`src/design/ofc_pkg.sv`:
```
// Shared constants, types and checks for the output fault, clear and packet check logic
package ofc_pkg;

    // APB register byte offsets
    localparam logic [7:0] OFC_CFG_OFS = 8'h00;
    localparam logic [7:0] OFC_STATUS_OFS = 8'h04;
    localparam logic [7:0] OFC_MODE_OFS = 8'h08;

    // Fields of the 16-bit serial input word
    localparam int OFC_ADDR_LSB = 13;
    localparam int OFC_RW_BIT = 12;
    localparam int OFC_RANGE_LSB = 7;
    localparam int OFC_CLEAR_LEVEL_SELECT_BIT = 6;
    localparam int OFC_OUTEN_BIT = 5;
    localparam int OFC_RSET_BIT = 4;
    localparam int OFC_SWCLR_BIT = 3;
    localparam int OFC_RESET_BIT = 2;
    localparam logic [15:0] OFC_CFG_RESET = 16'h0000;

    // Status bit positions
    localparam int OFC_ST_VOLTAGE_OUTPUT_PIN = 0;
    localparam int OFC_ST_CURRENT_LOOP_OUTPUT = 1;
    localparam int OFC_ST_TEMP = 2;
    localparam int OFC_ST_PEC = 3;

    // Frame lengths, check polynomial and strap sampling cycles
    localparam logic [4:0] OFC_PLAIN_BITS = 5'h10;
    localparam logic [4:0] OFC_CHECKED_BITS = 5'h18;
    localparam logic [7:0] OFC_CRC_POLY = 8'h07;
    localparam logic [1:0] OFC_STRAP_CYCLES = 2'h3;

    typedef enum logic [1:0] {
        OFC_CLR_ZERO_V,
        OFC_CLR_NEG_FULL,
        OFC_CLR_MID,
        OFC_CLR_LOW_END
    } ofc_clr_e;

    typedef struct packed {
        logic [3:0] range_code;
        logic current_mode;
        logic bipolar;
        logic overrange;
        logic rset_internal;
        logic output_enable;
    } ofc_cfg_s;

    typedef struct packed {
        logic frame_ok;
        logic pec_fail;
        logic [15:0] data;
    } ofc_frame_s;

    // CRC-8, MSB first, zero start
    function automatic logic [7:0] ofc_crc8(input logic [15:0] data);
        logic [7:0] crc;
        crc = 8'h00;
        for (int i = 15; i >= 0; i--) begin
            if (crc[7] ^ data[i]) begin
                crc = {crc[6:0], 1'b0} ^ OFC_CRC_POLY;
            end else begin
                crc = {crc[6:0], 1'b0};
            end
        end
        return crc;
    endfunction

    // Range code to output kind
    function automatic ofc_cfg_s ofc_decode(input logic [3:0] code, input logic rset, input logic outen);
        ofc_cfg_s c;
        c.range_code = code;
        c.current_mode = code[3];
        c.bipolar = code[3] ? (code == 4'hB || code == 4'hC) : code[1];
        c.overrange = code[3] ? (code >= 4'hD) : code[2];
        c.rset_internal = rset;
        c.output_enable = outen;
        return c;
    endfunction

endpackage

```
`src/design/ofc_serial_rx.sv`:
```
// Three-wire serial frame receiver with CRC-8 packet check
`timescale 1ns/100ps
module ofc_serial_rx import ofc_pkg::*; (
    input wire logic sys_clk, // System clock
    input wire logic reset_n, // Async reset
    input wire logic sclk, // Link clock pin
    input wire logic sync_n, // Frame sync pin
    input wire logic sdin, // Serial data pin
    output ofc_frame_s frame // Frame result, one-cycle flags
);

    logic [1:0] sclk_s_q, sync_s_q, sdin_s_q;
    logic sclk_d1_q, sync_d1_q;
    logic [23:0] shift_q;
    logic [4:0] count_q;
    logic sclk_fall, sync_fall, sync_rise;

    ////////////////////////////////////////////////////////////////
    always_ff @(posedge sys_clk or negedge reset_n) begin
        if (!reset_n) begin
            sclk_s_q <= 2'h0;
            sync_s_q <= 2'h3;
            sdin_s_q <= 2'h0;
            sclk_d1_q <= 1'b0;
            sync_d1_q <= 1'b1;
        end else begin
            sclk_s_q <= {sclk_s_q[0], sclk};
            sync_s_q <= {sync_s_q[0], sync_n};
            sdin_s_q <= {sdin_s_q[0], sdin};
            sclk_d1_q <= sclk_s_q[1];
            sync_d1_q <= sync_s_q[1];
        end
    end

    assign sclk_fall = sclk_d1_q && !sclk_s_q[1];
    assign sync_fall = sync_d1_q && !sync_s_q[1];
    assign sync_rise = !sync_d1_q && sync_s_q[1];

    ////////////////////////////////////////////////////////////////
    // falling edge sampling
    always_ff @(posedge sys_clk or negedge reset_n) begin
        if (!reset_n) begin
            shift_q <= 24'h000000;
            count_q <= 5'h00;
        end else if (sync_fall) begin
            count_q <= 5'h00;
        end else if (sclk_fall && !sync_s_q[1]) begin
            shift_q <= {shift_q[22:0], sdin_s_q[1]};
            // Saturate so an overlong frame is never taken
            if (count_q != 5'h1F) begin
                count_q <= count_q + 5'h01;
            end
        end
    end

    ////////////////////////////////////////////////////////////////
    always_ff @(posedge sys_clk or negedge reset_n) begin
        if (!reset_n) begin
            frame <= '0;
        end else begin
            frame.frame_ok <= 1'b0;
            frame.pec_fail <= 1'b0;
            if (sync_rise) begin
                if (count_q == OFC_PLAIN_BITS) begin
                    frame.frame_ok <= 1'b1;
                    frame.data <= shift_q[15:0];
                end else if (count_q == OFC_CHECKED_BITS) begin
                    frame.data <= shift_q[23:8];
                    if (ofc_crc8(shift_q[23:8]) == shift_q[7:0]) begin
                        frame.frame_ok <= 1'b1;
                    end else begin
                        frame.pec_fail <= 1'b1;
                    end
                end
            end
        end
    end

    crc_outcome_a: assert property (@(posedge sys_clk) disable iff (!reset_n)
        sync_rise && count_q == OFC_CHECKED_BITS |=>
        (frame.frame_ok == (ofc_crc8($past(shift_q[23:8])) == $past(shift_q[7:0]))) && (frame.frame_ok != frame.pec_fail))
        else $error("Packet check outcome wrong");

endmodule // ofc_serial_rx

```
`src/design/ofc_top.sv`:
```
// Fault alert, clear control and configured range logic with APB access
`timescale 1ns/100ps

module ofc_top import ofc_pkg::*; (
    input wire logic sys_clk, // 20 MHz clock
    input wire logic reset_n, // Async reset, active low
    input wire logic psel, // APB select
    input wire logic penable, // APB enable
    input wire logic pwrite, // APB direction
    input wire logic [7:0] paddr, // APB byte address
    input wire logic [31:0] pwdata, // APB write data
    output logic [31:0] prdata, // APB read data
    output logic pready, // APB ready
    output logic pslverr, // APB error
    input wire logic sclk, // Serial link clock pin
    input wire logic sync_n, // Serial frame sync pin
    input wire logic sdin, // Serial data pin
    input wire logic [2:0] device_addr, // Address strap pins
    input wire logic hardware_mode_pin, // Mode strap pin
    input wire logic [3:0] range_code_pin, // Range pins, hardware mode
    input wire logic rset_pin, // Sense resistor pin, hardware mode
    input wire logic clear_pin, // Async clear, active high
    input wire logic clear_level_select, // Clear level select pin
    input wire logic headroom_low, // Current stage headroom flag
    input wire logic voltage_short, // Voltage output short flag
    input wire logic over_temp, // Overtemperature flag
    output logic fault_alert_n_o, // Shared alert level
    output logic fault_alert_n_oe, // Shared alert drive enable
    output logic loop_open_alert_n_o, // Current alert level
    output logic loop_open_alert_n_oe, // Current alert drive enable
    output logic voltage_short_alert_n_o, // Voltage alert level
    output logic voltage_short_alert_n_oe, // Voltage alert drive enable
    output logic temp_alert_n_o, // Temperature alert level
    output logic temp_alert_n_oe, // Temperature alert drive enable
    output ofc_cfg_s cfg, // Active range configuration
    output logic clear_active, // Output forced to clear value
    output ofc_clr_e clear_target // Clear value to apply
);

    ofc_frame_s frame;
    logic [1:0] hw_s_q, head_s_q, vsh_s_q, temp_s_q, clear_level_select_s_q, rset_s_q;
    logic [1:0] strap_cnt_q;
    logic [3:0] status_q;
    logic [3:0] rng_s1_q, rng_s2_q;
    logic [15:0] cfg_q;
    logic hw_mode_q;
    logic clear_level_select_eff;
    logic setup, access, mapped, status_rd;
    logic frame_write;
    ofc_cfg_s cfg_d;

    ofc_serial_rx u_rx (
        .sys_clk(sys_clk),
        .reset_n(reset_n),
        .sclk(sclk),
        .sync_n(sync_n),
        .sdin(sdin),
        .frame(frame)
    );

    ////////////////////////////////////////////////////////////////
    // Pin synchronisers
    always_ff @(posedge sys_clk or negedge reset_n) begin
        if (!reset_n) begin
            hw_s_q <= 2'h0;
            head_s_q <= 2'h0;
            vsh_s_q <= 2'h0;
            temp_s_q <= 2'h0;
            clear_level_select_s_q <= 2'h0;
            rset_s_q <= 2'h0;
            rng_s1_q <= 4'h0;
            rng_s2_q <= 4'h0;
        end else begin
            hw_s_q <= {hw_s_q[0], hardware_mode_pin};
            head_s_q <= {head_s_q[0], headroom_low};
            vsh_s_q <= {vsh_s_q[0], voltage_short};
            temp_s_q <= {temp_s_q[0], over_temp};
            clear_level_select_s_q <= {clear_level_select_s_q[0], clear_level_select};
            rset_s_q <= {rset_s_q[0], rset_pin};
            rng_s1_q <= range_code_pin;
            rng_s2_q <= rng_s1_q;
        end
    end

    ////////////////////////////////////////////////////////////////
    // strap caught once after reset release
    always_ff @(posedge sys_clk or negedge reset_n) begin
        if (!reset_n) begin
            strap_cnt_q <= 2'h0;
            hw_mode_q <= 1'b0;
        end else if (strap_cnt_q != OFC_STRAP_CYCLES) begin
            strap_cnt_q <= strap_cnt_q + 2'h1;
            hw_mode_q <= hw_s_q[1];
        end
    end

    ////////////////////////////////////////////////////////////////
    // APB slave: one setup, one access cycle, never waits
    assign setup = psel && !penable;
    assign access = psel && penable;
    assign mapped = (paddr == OFC_CFG_OFS) || (paddr == OFC_STATUS_OFS) || (paddr == OFC_MODE_OFS);
    assign pready = access;
    assign pslverr = access && !mapped;
    assign status_rd = access && !pwrite && (paddr == OFC_STATUS_OFS);

    always_ff @(posedge sys_clk or negedge reset_n) begin
        if (!reset_n) begin
            prdata <= 32'h00000000;
        end else if (setup && !pwrite) begin
            unique case (paddr)
                OFC_CFG_OFS: prdata <= {16'h0000, cfg_q};
                OFC_STATUS_OFS: prdata <= {28'h0000000, status_q};
                OFC_MODE_OFS: prdata <= {23'h000000, clear_target, clear_active, clear_level_select_eff,
                    cfg.overrange, cfg.bipolar, cfg.current_mode, cfg.rset_internal, hw_mode_q};
                default: prdata <= 32'h00000000;
            endcase
        end
    end

    ////////////////////////////////////////////////////////////////
    // serial writes only to the addressed device, write direction
    assign frame_write = frame.frame_ok && !frame.data[OFC_RW_BIT]
        && (frame.data[OFC_ADDR_LSB +: 3] == device_addr);

    // programmed value kept through a clear
    always_ff @(posedge sys_clk or negedge reset_n) begin
        if (!reset_n) begin
            cfg_q <= OFC_CFG_RESET;
        end else if (frame_write) begin
            cfg_q <= frame.data[OFC_RESET_BIT] ? OFC_CFG_RESET : frame.data;
        end else if (access && pwrite && paddr == OFC_CFG_OFS) begin
            cfg_q <= pwdata[15:0];
        end
    end

    ////////////////////////////////////////////////////////////////
    // Status flags: live faults plus sticky packet error
    always_ff @(posedge sys_clk or negedge reset_n) begin
        if (!reset_n) begin
            status_q <= 4'h0;
        end else begin
            status_q[OFC_ST_VOLTAGE_OUTPUT_PIN] <= vsh_s_q[1];
            status_q[OFC_ST_CURRENT_LOOP_OUTPUT] <= head_s_q[1];
            status_q[OFC_ST_TEMP] <= temp_s_q[1];
            if (frame.pec_fail) begin
                status_q[OFC_ST_PEC] <= 1'b1;
            end else if (status_rd) begin
                status_q[OFC_ST_PEC] <= 1'b0;
            end
        end
    end

    ////////////////////////////////////////////////////////////////
    // open-drain alerts, levels always low
    assign fault_alert_n_o = 1'b0;
    assign loop_open_alert_n_o = 1'b0;
    assign voltage_short_alert_n_o = 1'b0;
    assign temp_alert_n_o = 1'b0;

    always_ff @(posedge sys_clk or negedge reset_n) begin
        if (!reset_n) begin
            fault_alert_n_oe <= 1'b0;
            loop_open_alert_n_oe <= 1'b0;
            voltage_short_alert_n_oe <= 1'b0;
            temp_alert_n_oe <= 1'b0;
        end else begin
            fault_alert_n_oe <= !hw_mode_q && (|status_q);
            loop_open_alert_n_oe <= hw_mode_q && status_q[OFC_ST_CURRENT_LOOP_OUTPUT];
            voltage_short_alert_n_oe <= hw_mode_q && status_q[OFC_ST_VOLTAGE_OUTPUT_PIN];
            temp_alert_n_oe <= hw_mode_q && status_q[OFC_ST_TEMP];
        end
    end

    ////////////////////////////////////////////////////////////////
    // range and resistor from register or pins by mode
    always_comb begin
        if (hw_mode_q) begin
            cfg_d = ofc_decode(rng_s2_q, rset_s_q[1], 1'b1);
        end else begin
            cfg_d = ofc_decode(cfg_q[OFC_RANGE_LSB +: 4], cfg_q[OFC_RSET_BIT], cfg_q[OFC_OUTEN_BIT]);
        end
    end

    // overrange flag comes with the decoded code
    always_ff @(posedge sys_clk or negedge reset_n) begin
        if (!reset_n) begin
            cfg <= '0;
        end else begin
            cfg <= cfg_d;
        end
    end

    ////////////////////////////////////////////////////////////////
    // select is pin OR register bit, register bit outside hardware mode only
    assign clear_level_select_eff = clear_level_select_s_q[1] || (!hw_mode_q && cfg_q[OFC_CLEAR_LEVEL_SELECT_BIT]);

    // clear pin acts with no clock; software bit joins it outside hardware mode
    assign clear_active = clear_pin || (!hw_mode_q && cfg_q[OFC_SWCLR_BIT]);

    // clear value by select and range kind
    always_comb begin
        if (!clear_level_select_eff) begin
            if (cfg.current_mode) begin
                clear_target = OFC_CLR_LOW_END;
            end else if (cfg.bipolar) begin
                clear_target = OFC_CLR_NEG_FULL;
            end else begin
                clear_target = OFC_CLR_ZERO_V;
            end
        end else begin
            if (!cfg.current_mode && cfg.bipolar) begin
                clear_target = OFC_CLR_ZERO_V;
            end else begin
                clear_target = OFC_CLR_MID;
            end
        end
    end

    ////////////////////////////////////////////////////////////////
    // shared alert follows any fault outside hardware mode
    alert_shared_a: assert property (@(posedge sys_clk) disable iff (!reset_n)
        !hw_mode_q && (|status_q) |=> fault_alert_n_oe)
        else $error("Shared alert not driven on fault");

    // no shared alert in hardware mode
    alert_hw_quiet_a: assert property (@(posedge sys_clk) disable iff (!reset_n)
        hw_mode_q && $past(hw_mode_q) |-> !fault_alert_n_oe)
        else $error("Shared alert driven in hardware mode");

    loop_alert_a: assert property (@(posedge sys_clk) disable iff (!reset_n)
        hw_mode_q && $rose(status_q[OFC_ST_CURRENT_LOOP_OUTPUT]) |=> loop_open_alert_n_oe)
        else $error("Current alert missing");

    // packet error reaches status and, outside hardware mode, the shared alert
    pec_alert_a: assert property (@(posedge sys_clk) disable iff (!reset_n)
        frame.pec_fail && !hw_mode_q |=> status_q[OFC_ST_PEC] ##1 fault_alert_n_oe)
        else $error("Packet error not flagged");

    pec_discard_a: assert property (@(posedge sys_clk) disable iff (!reset_n)
        frame.pec_fail && !(access && pwrite) |=> $stable(cfg_q))
        else $error("Failed frame was written");

    pec_read_clear_a: assert property (@(posedge sys_clk) disable iff (!reset_n)
        status_rd && !frame.pec_fail |=> !status_q[OFC_ST_PEC])
        else $error("Packet error survived status read");

    frame_store_a: assert property (@(posedge sys_clk) disable iff (!reset_n)
        frame_write && !frame.data[OFC_RESET_BIT] |=> cfg_q == $past(frame.data))
        else $error("Good frame not stored");

    clear_level_select_or_a: assert property (@(posedge sys_clk) disable iff (!reset_n)
        !hw_mode_q && cfg_q[OFC_CLEAR_LEVEL_SELECT_BIT] |-> clear_level_select_eff)
        else $error("Clear select OR broken");

    // current range clears to low end when select is low
    clear_low_a: assert property (@(posedge sys_clk) disable iff (!reset_n)
        clear_pin && !clear_level_select_eff && cfg.current_mode |-> clear_active && clear_target == OFC_CLR_LOW_END)
        else $error("Wrong current clear value");

    // current overrange only on three ranges
    cur_over_a: assert property (@(posedge sys_clk) disable iff (!reset_n)
        cfg.current_mode && cfg.overrange |-> !cfg.bipolar)
        else $error("Overrange on a bipolar current range");

endmodule // ofc_top

```
`config.mk`:
```
export PLATFORM = sky130hd
export DESIGN_NAME = ofc_top
export DESIGN_NICKNAME = d
export VERILOG_FILES = /design/src/design/ofc_pkg.sv /design/src/design/ofc_serial_rx.sv /design/src/design/ofc_top.sv
export SDC_FILE = /design/constraint.sdc
export NUM_CORES = 1
export LEC_CHECK = 0
export BUFFER_PORTS_ARGS = -buffer_cell sky130_fd_sc_hd__buf_4
export CORE_MARGIN = 2
export CORE_UTILIZATION = 30
export CTS_CLUSTER_SIZE = 8
export DETAILED_ROUTE_END_ITERATION = 12
export GPL_TIMING_DRIVEN = 0
export SLEW_MARGIN = 20
export SYNTH_ARGS = -nofsm -noshare
export SYNTH_HDL_FRONTEND = slang
export SYNTH_SLANG_ARGS = --single-unit
```
`constraint.sdc`:
```
create_clock -name sys_clk -period 2.28 [get_ports sys_clk]
set_input_delay 0.342 -clock sys_clk [delete_from_list [all_inputs] [get_ports sys_clk]]
set_output_delay 0.342 -clock sys_clk [all_outputs]
set_load 0.02 [all_outputs]
```
==> impl_metrics.json <==
{
  "post-cts-setup-buffers": 0,
  "synth_top_family_by_area": "multiplexers",
  "cts_tree": "yes",
  "viasPerCell": 4.55,
  "post-place-ws_ns": 0.0370,
  "power.share.combinational_pct": 8.3,
  "max_slew.worst_pin.slew_ns": 0.580,
  "ios": 116,
  "cts.path.max_buffers": 2,
  "synthMuxAreaShare_pct": 10.8,
  "antenna_found_initial": 0,
  "postSynthCellCount": 464,
  "synthArstFlopShare_pct": 100,
  "io_buffer_count": 78,
  "synthToLayoutAreaGrowth_pct": 28.2,
  "sw_frac_of_total_pct": 23.3,
  "timing.hold.ws_ns": 0.0309,
  "fp.dieArea_um2": 19600,
  "hold_start": "hardware_mode_pin",
  "synth_top_cell_by_area": "dfrtp_1",
  "p_seq_share_pct": 43.9,
  "finalNetCount": 648,
  "crit_start": "u_rx.shift_q[18]",
  "dr_total_vias": 3743,
  "slew_viol_final": 0,
  "synth-compound-area-share_pct": 10.5,
  "ys.flop_type": "dfrtp_1",
  "grt_pass1_wl_um": 20000,
  "cts_buffers": 17,
  "drive_above_1_share_pct": 29.8,
  "ys_seq_area_share_pct": 57.0,
  "cts_max_level": 4,
  "synthSimpleGateAreaFrac_pct": 7.16,
  "drt-total-wl_um": 12100,
  "grt_pass1_vias": 3867,
  "p_leak_nw": 3.39,
  "crit_type": "register to register",
  "drtPass1Iterations": 4,
  "post-synth-top-count-cell": "dfrtp_1",
  "core_area_um2": 18000,
  "vdd_drop_max_mv": 0.604,
  "dp_hpwl_um": 9160,
  "grt_max_degree": 85,
  "first_iter_violations": 163,
  "worstPathCellList": "xnor3_2 -> xnor3_1 -> or2_0 -> mux2i_1 -> o221a_2 -> a211oi_2",
  "clock_latency_ns": 0.42,
  "die_height_um": 140,
  "fillerInstances": 1737,
  "finClkSkew_ns": 0.00994,
  "intPower_mw": 4.19,
  "num_antenna_cells": 0,
  "synthTopCellsByArea": "dfrtp_1 (56%), mux2_2 (5.9%), mux2i_1 (4.9%)",
  "worst_ep_arrival_time_ns": 2.44,
  "hold_path_class": "input pin to register",
  "r2r-start": "u_rx.shift_q[18]",
  "required_ns": 2.55,
  "post-route-period-util_pct": 95.0,
  "grt_use_total_pct": 12.9,
  "cts_root_buf": "clkbuf_16",
  "fmax_ghz": 0.462,
  "final-hold-violation-count": 0,
  "gr-total-overflow": 0,
  "endpoint_kind": "register",
  "synth_top_cell_area_share_pct": 55.5,
  "ant_nets": 0,
  "syn_area_um2": 5540,
  "ys_top_cells_by_count": "dfrtp_1 (123), nand2_1 (36), a21oi_1 (35)",
  "synthXorXnorAreaFrac_pct": 8.40,
  "placementRows": 49,
  "status": "finished, final reports clean",
  "switching_power_mw": 1.27,
  "fp.dieW_um": 140,
  "power_density_nw_per_um2": 769,
  "critPathSlowestCell": "xnor3_2",
  "setup_tns_ns": 0,
  "setup_viol": 0,
  "synth-edff-count": 0,
  "yosysWarnings": 0,
  "synth-adder-area-share_pct": 0.903,
  "setup_ws_ns": 0.114,
  "ys_ff_latch": 126,
  "gp_congestion": 0.808,
  "period_needed_ns": 2.17,
  "rsz0062_at_grt": "no",
  "worstPathMaxFanout": 6,
  "power_frac_clock_pct": 47.8,
  "post-route-drc-count": 0,
  "clock_sinks": 126,
  "wl_per_cell_um": 14.7,
  "critPathMaxStageDelay_ns": 0.54,
  "avgSynthCellArea_um2": 11.9,
  "start_util_pct": 30.7,
  "start_kind": "register",
  "synth.distinct_cells": 45,
  "clkSlewWorstSetupHoldPaths_ns": 0.06,
  "drv_cap": 0,
  "relSlewSlack_pct": 61.4
}
==> sequential cells by signal (all words and copies together) (netlist names), 4 cells and up <==
signal,flops
rng_s2_q,4
rng_s1_q,4
cfg,8
u_rx.frame,18
u_rx.count_q,5
cfg_q,16
u_rx.shift_q,24
prdata,16
status_q,4
==> layout make-up <==
class | instances | area (µm²) | area share (%)
sequential | 126 | 3160 | 44.4
multi-input combinational | 304 | 2170 | 30.6
timing repair buffer | 80 | 627 | 8.82
clock buffer | 18 | 439 | 6.18
tap | 229 | 287 | 4.03
buffer | 44 | 254 | 3.57
clock inverter | 12 | 138 | 1.94
inverter | 9 | 33.8 | 0.475
==> worst max-delay path, delay by kind of cell (launching register included) <==
kind,cells,cell delay (ns)
compound gates,2,0.31
xor+xnor,2,0.91
flops,1,0.47
mux,1,0.13
simple gates,1,0.20
==> metrics by stage <==
stage | utilization (%) | std cells | area [µm²] | power (mW)
3_5_place_dp | 36.2 | 791 | 6520 | 2.90
6_report | 39.4 | 822 | 7110 | 5.46
5_1_grt | 39.4 | 822 | 7110 | 5.71
3_3_place_gp | 36.0 | 790 | 6480 | 2.88
2_1_floorplan | - | 483 | 5610 | 2.69
4_1_cts | 39.4 | 822 | 7100 | 5.54
==> kinds of logic (layout without fill, tap and decap cells) <==
kind of cell / after synthesis / count (layout)
other cells: 1 / 20
mux: 56 / 56
compound gates: 96 / 96
xor+xnor: 41 / 41
fa+ha+maj: 4 / 4
simple gates: 87 / 87
buf+inv: 53 / 163
flops: 126 / 126
==> final timing paths <==
kind | to | slack (ns) | cells after the start
max | u_rx.frame[16] | 0.11 | 6
min | hw_s_q[0] | 0.03 | 1
max reg2reg | u_rx.frame[16] | 0.11 | 6
min reg2reg | u_rx.sdin_s_q[1] | 0.34 | 0
max in group asynchronous | temp_s_q[1] | 1.13 | 3
min in group asynchronous | u_rx.sdin_s_q[0] | 0.41 | 2
==> routing by layer <==
| layer | part of all wire, % | global-route usage (%) | vias up | wire [µm] |
|---|---|---|---|---|
| li1 | - | - | 1811 | - |
| met1 | 43 | 16.1 | 1809 | 5150 |
| met2 | 50 | 21.6 | 113 | 6060 |
| met3 | 6.4 | 3.56 | 10 | 774 |
| met4 | 1.0 | 4.74 | 0 | 125 |
| met5 | 0 | 0 | - | 0 |
==> power by group through the flow <==
stage	Clock, mW	Sequential [mW]	Combinational [mW]
floorplan	0	2.42	0.267
global placement	0	2.43	0.445
detailed placement	0	2.44	0.460
CTS	2.68	2.40	0.463
global route	2.80	2.41	0.504
finish	2.61	2.40	0.455
==> repair_timing <==
| item | CTS | global route |
|---|---|---|
| setup endpoints to repair | 0 | 1 |
| resized for setup | 0 | 1 |
| hold buffers | 1 | 0 |
| hold endpoints to repair | 39 | 0 |
==> cell usage in the layout (no fill, tap or decap), drive strengths merged, types with 4 or more instances in the layout <==
cell type,instances
clkinv,5
a21oi,35
ha,4
a22o,7
buf,106
conb,20
nand2,36
xor2,8
o21ai,28
mux2i,27
clkbuf,35
nor2,26
dfrtp,123
xnor2,27
mux2,29
inv,12
and2,4
xnor3,6
a22oi,15
(Power assumes the default switching activity.)
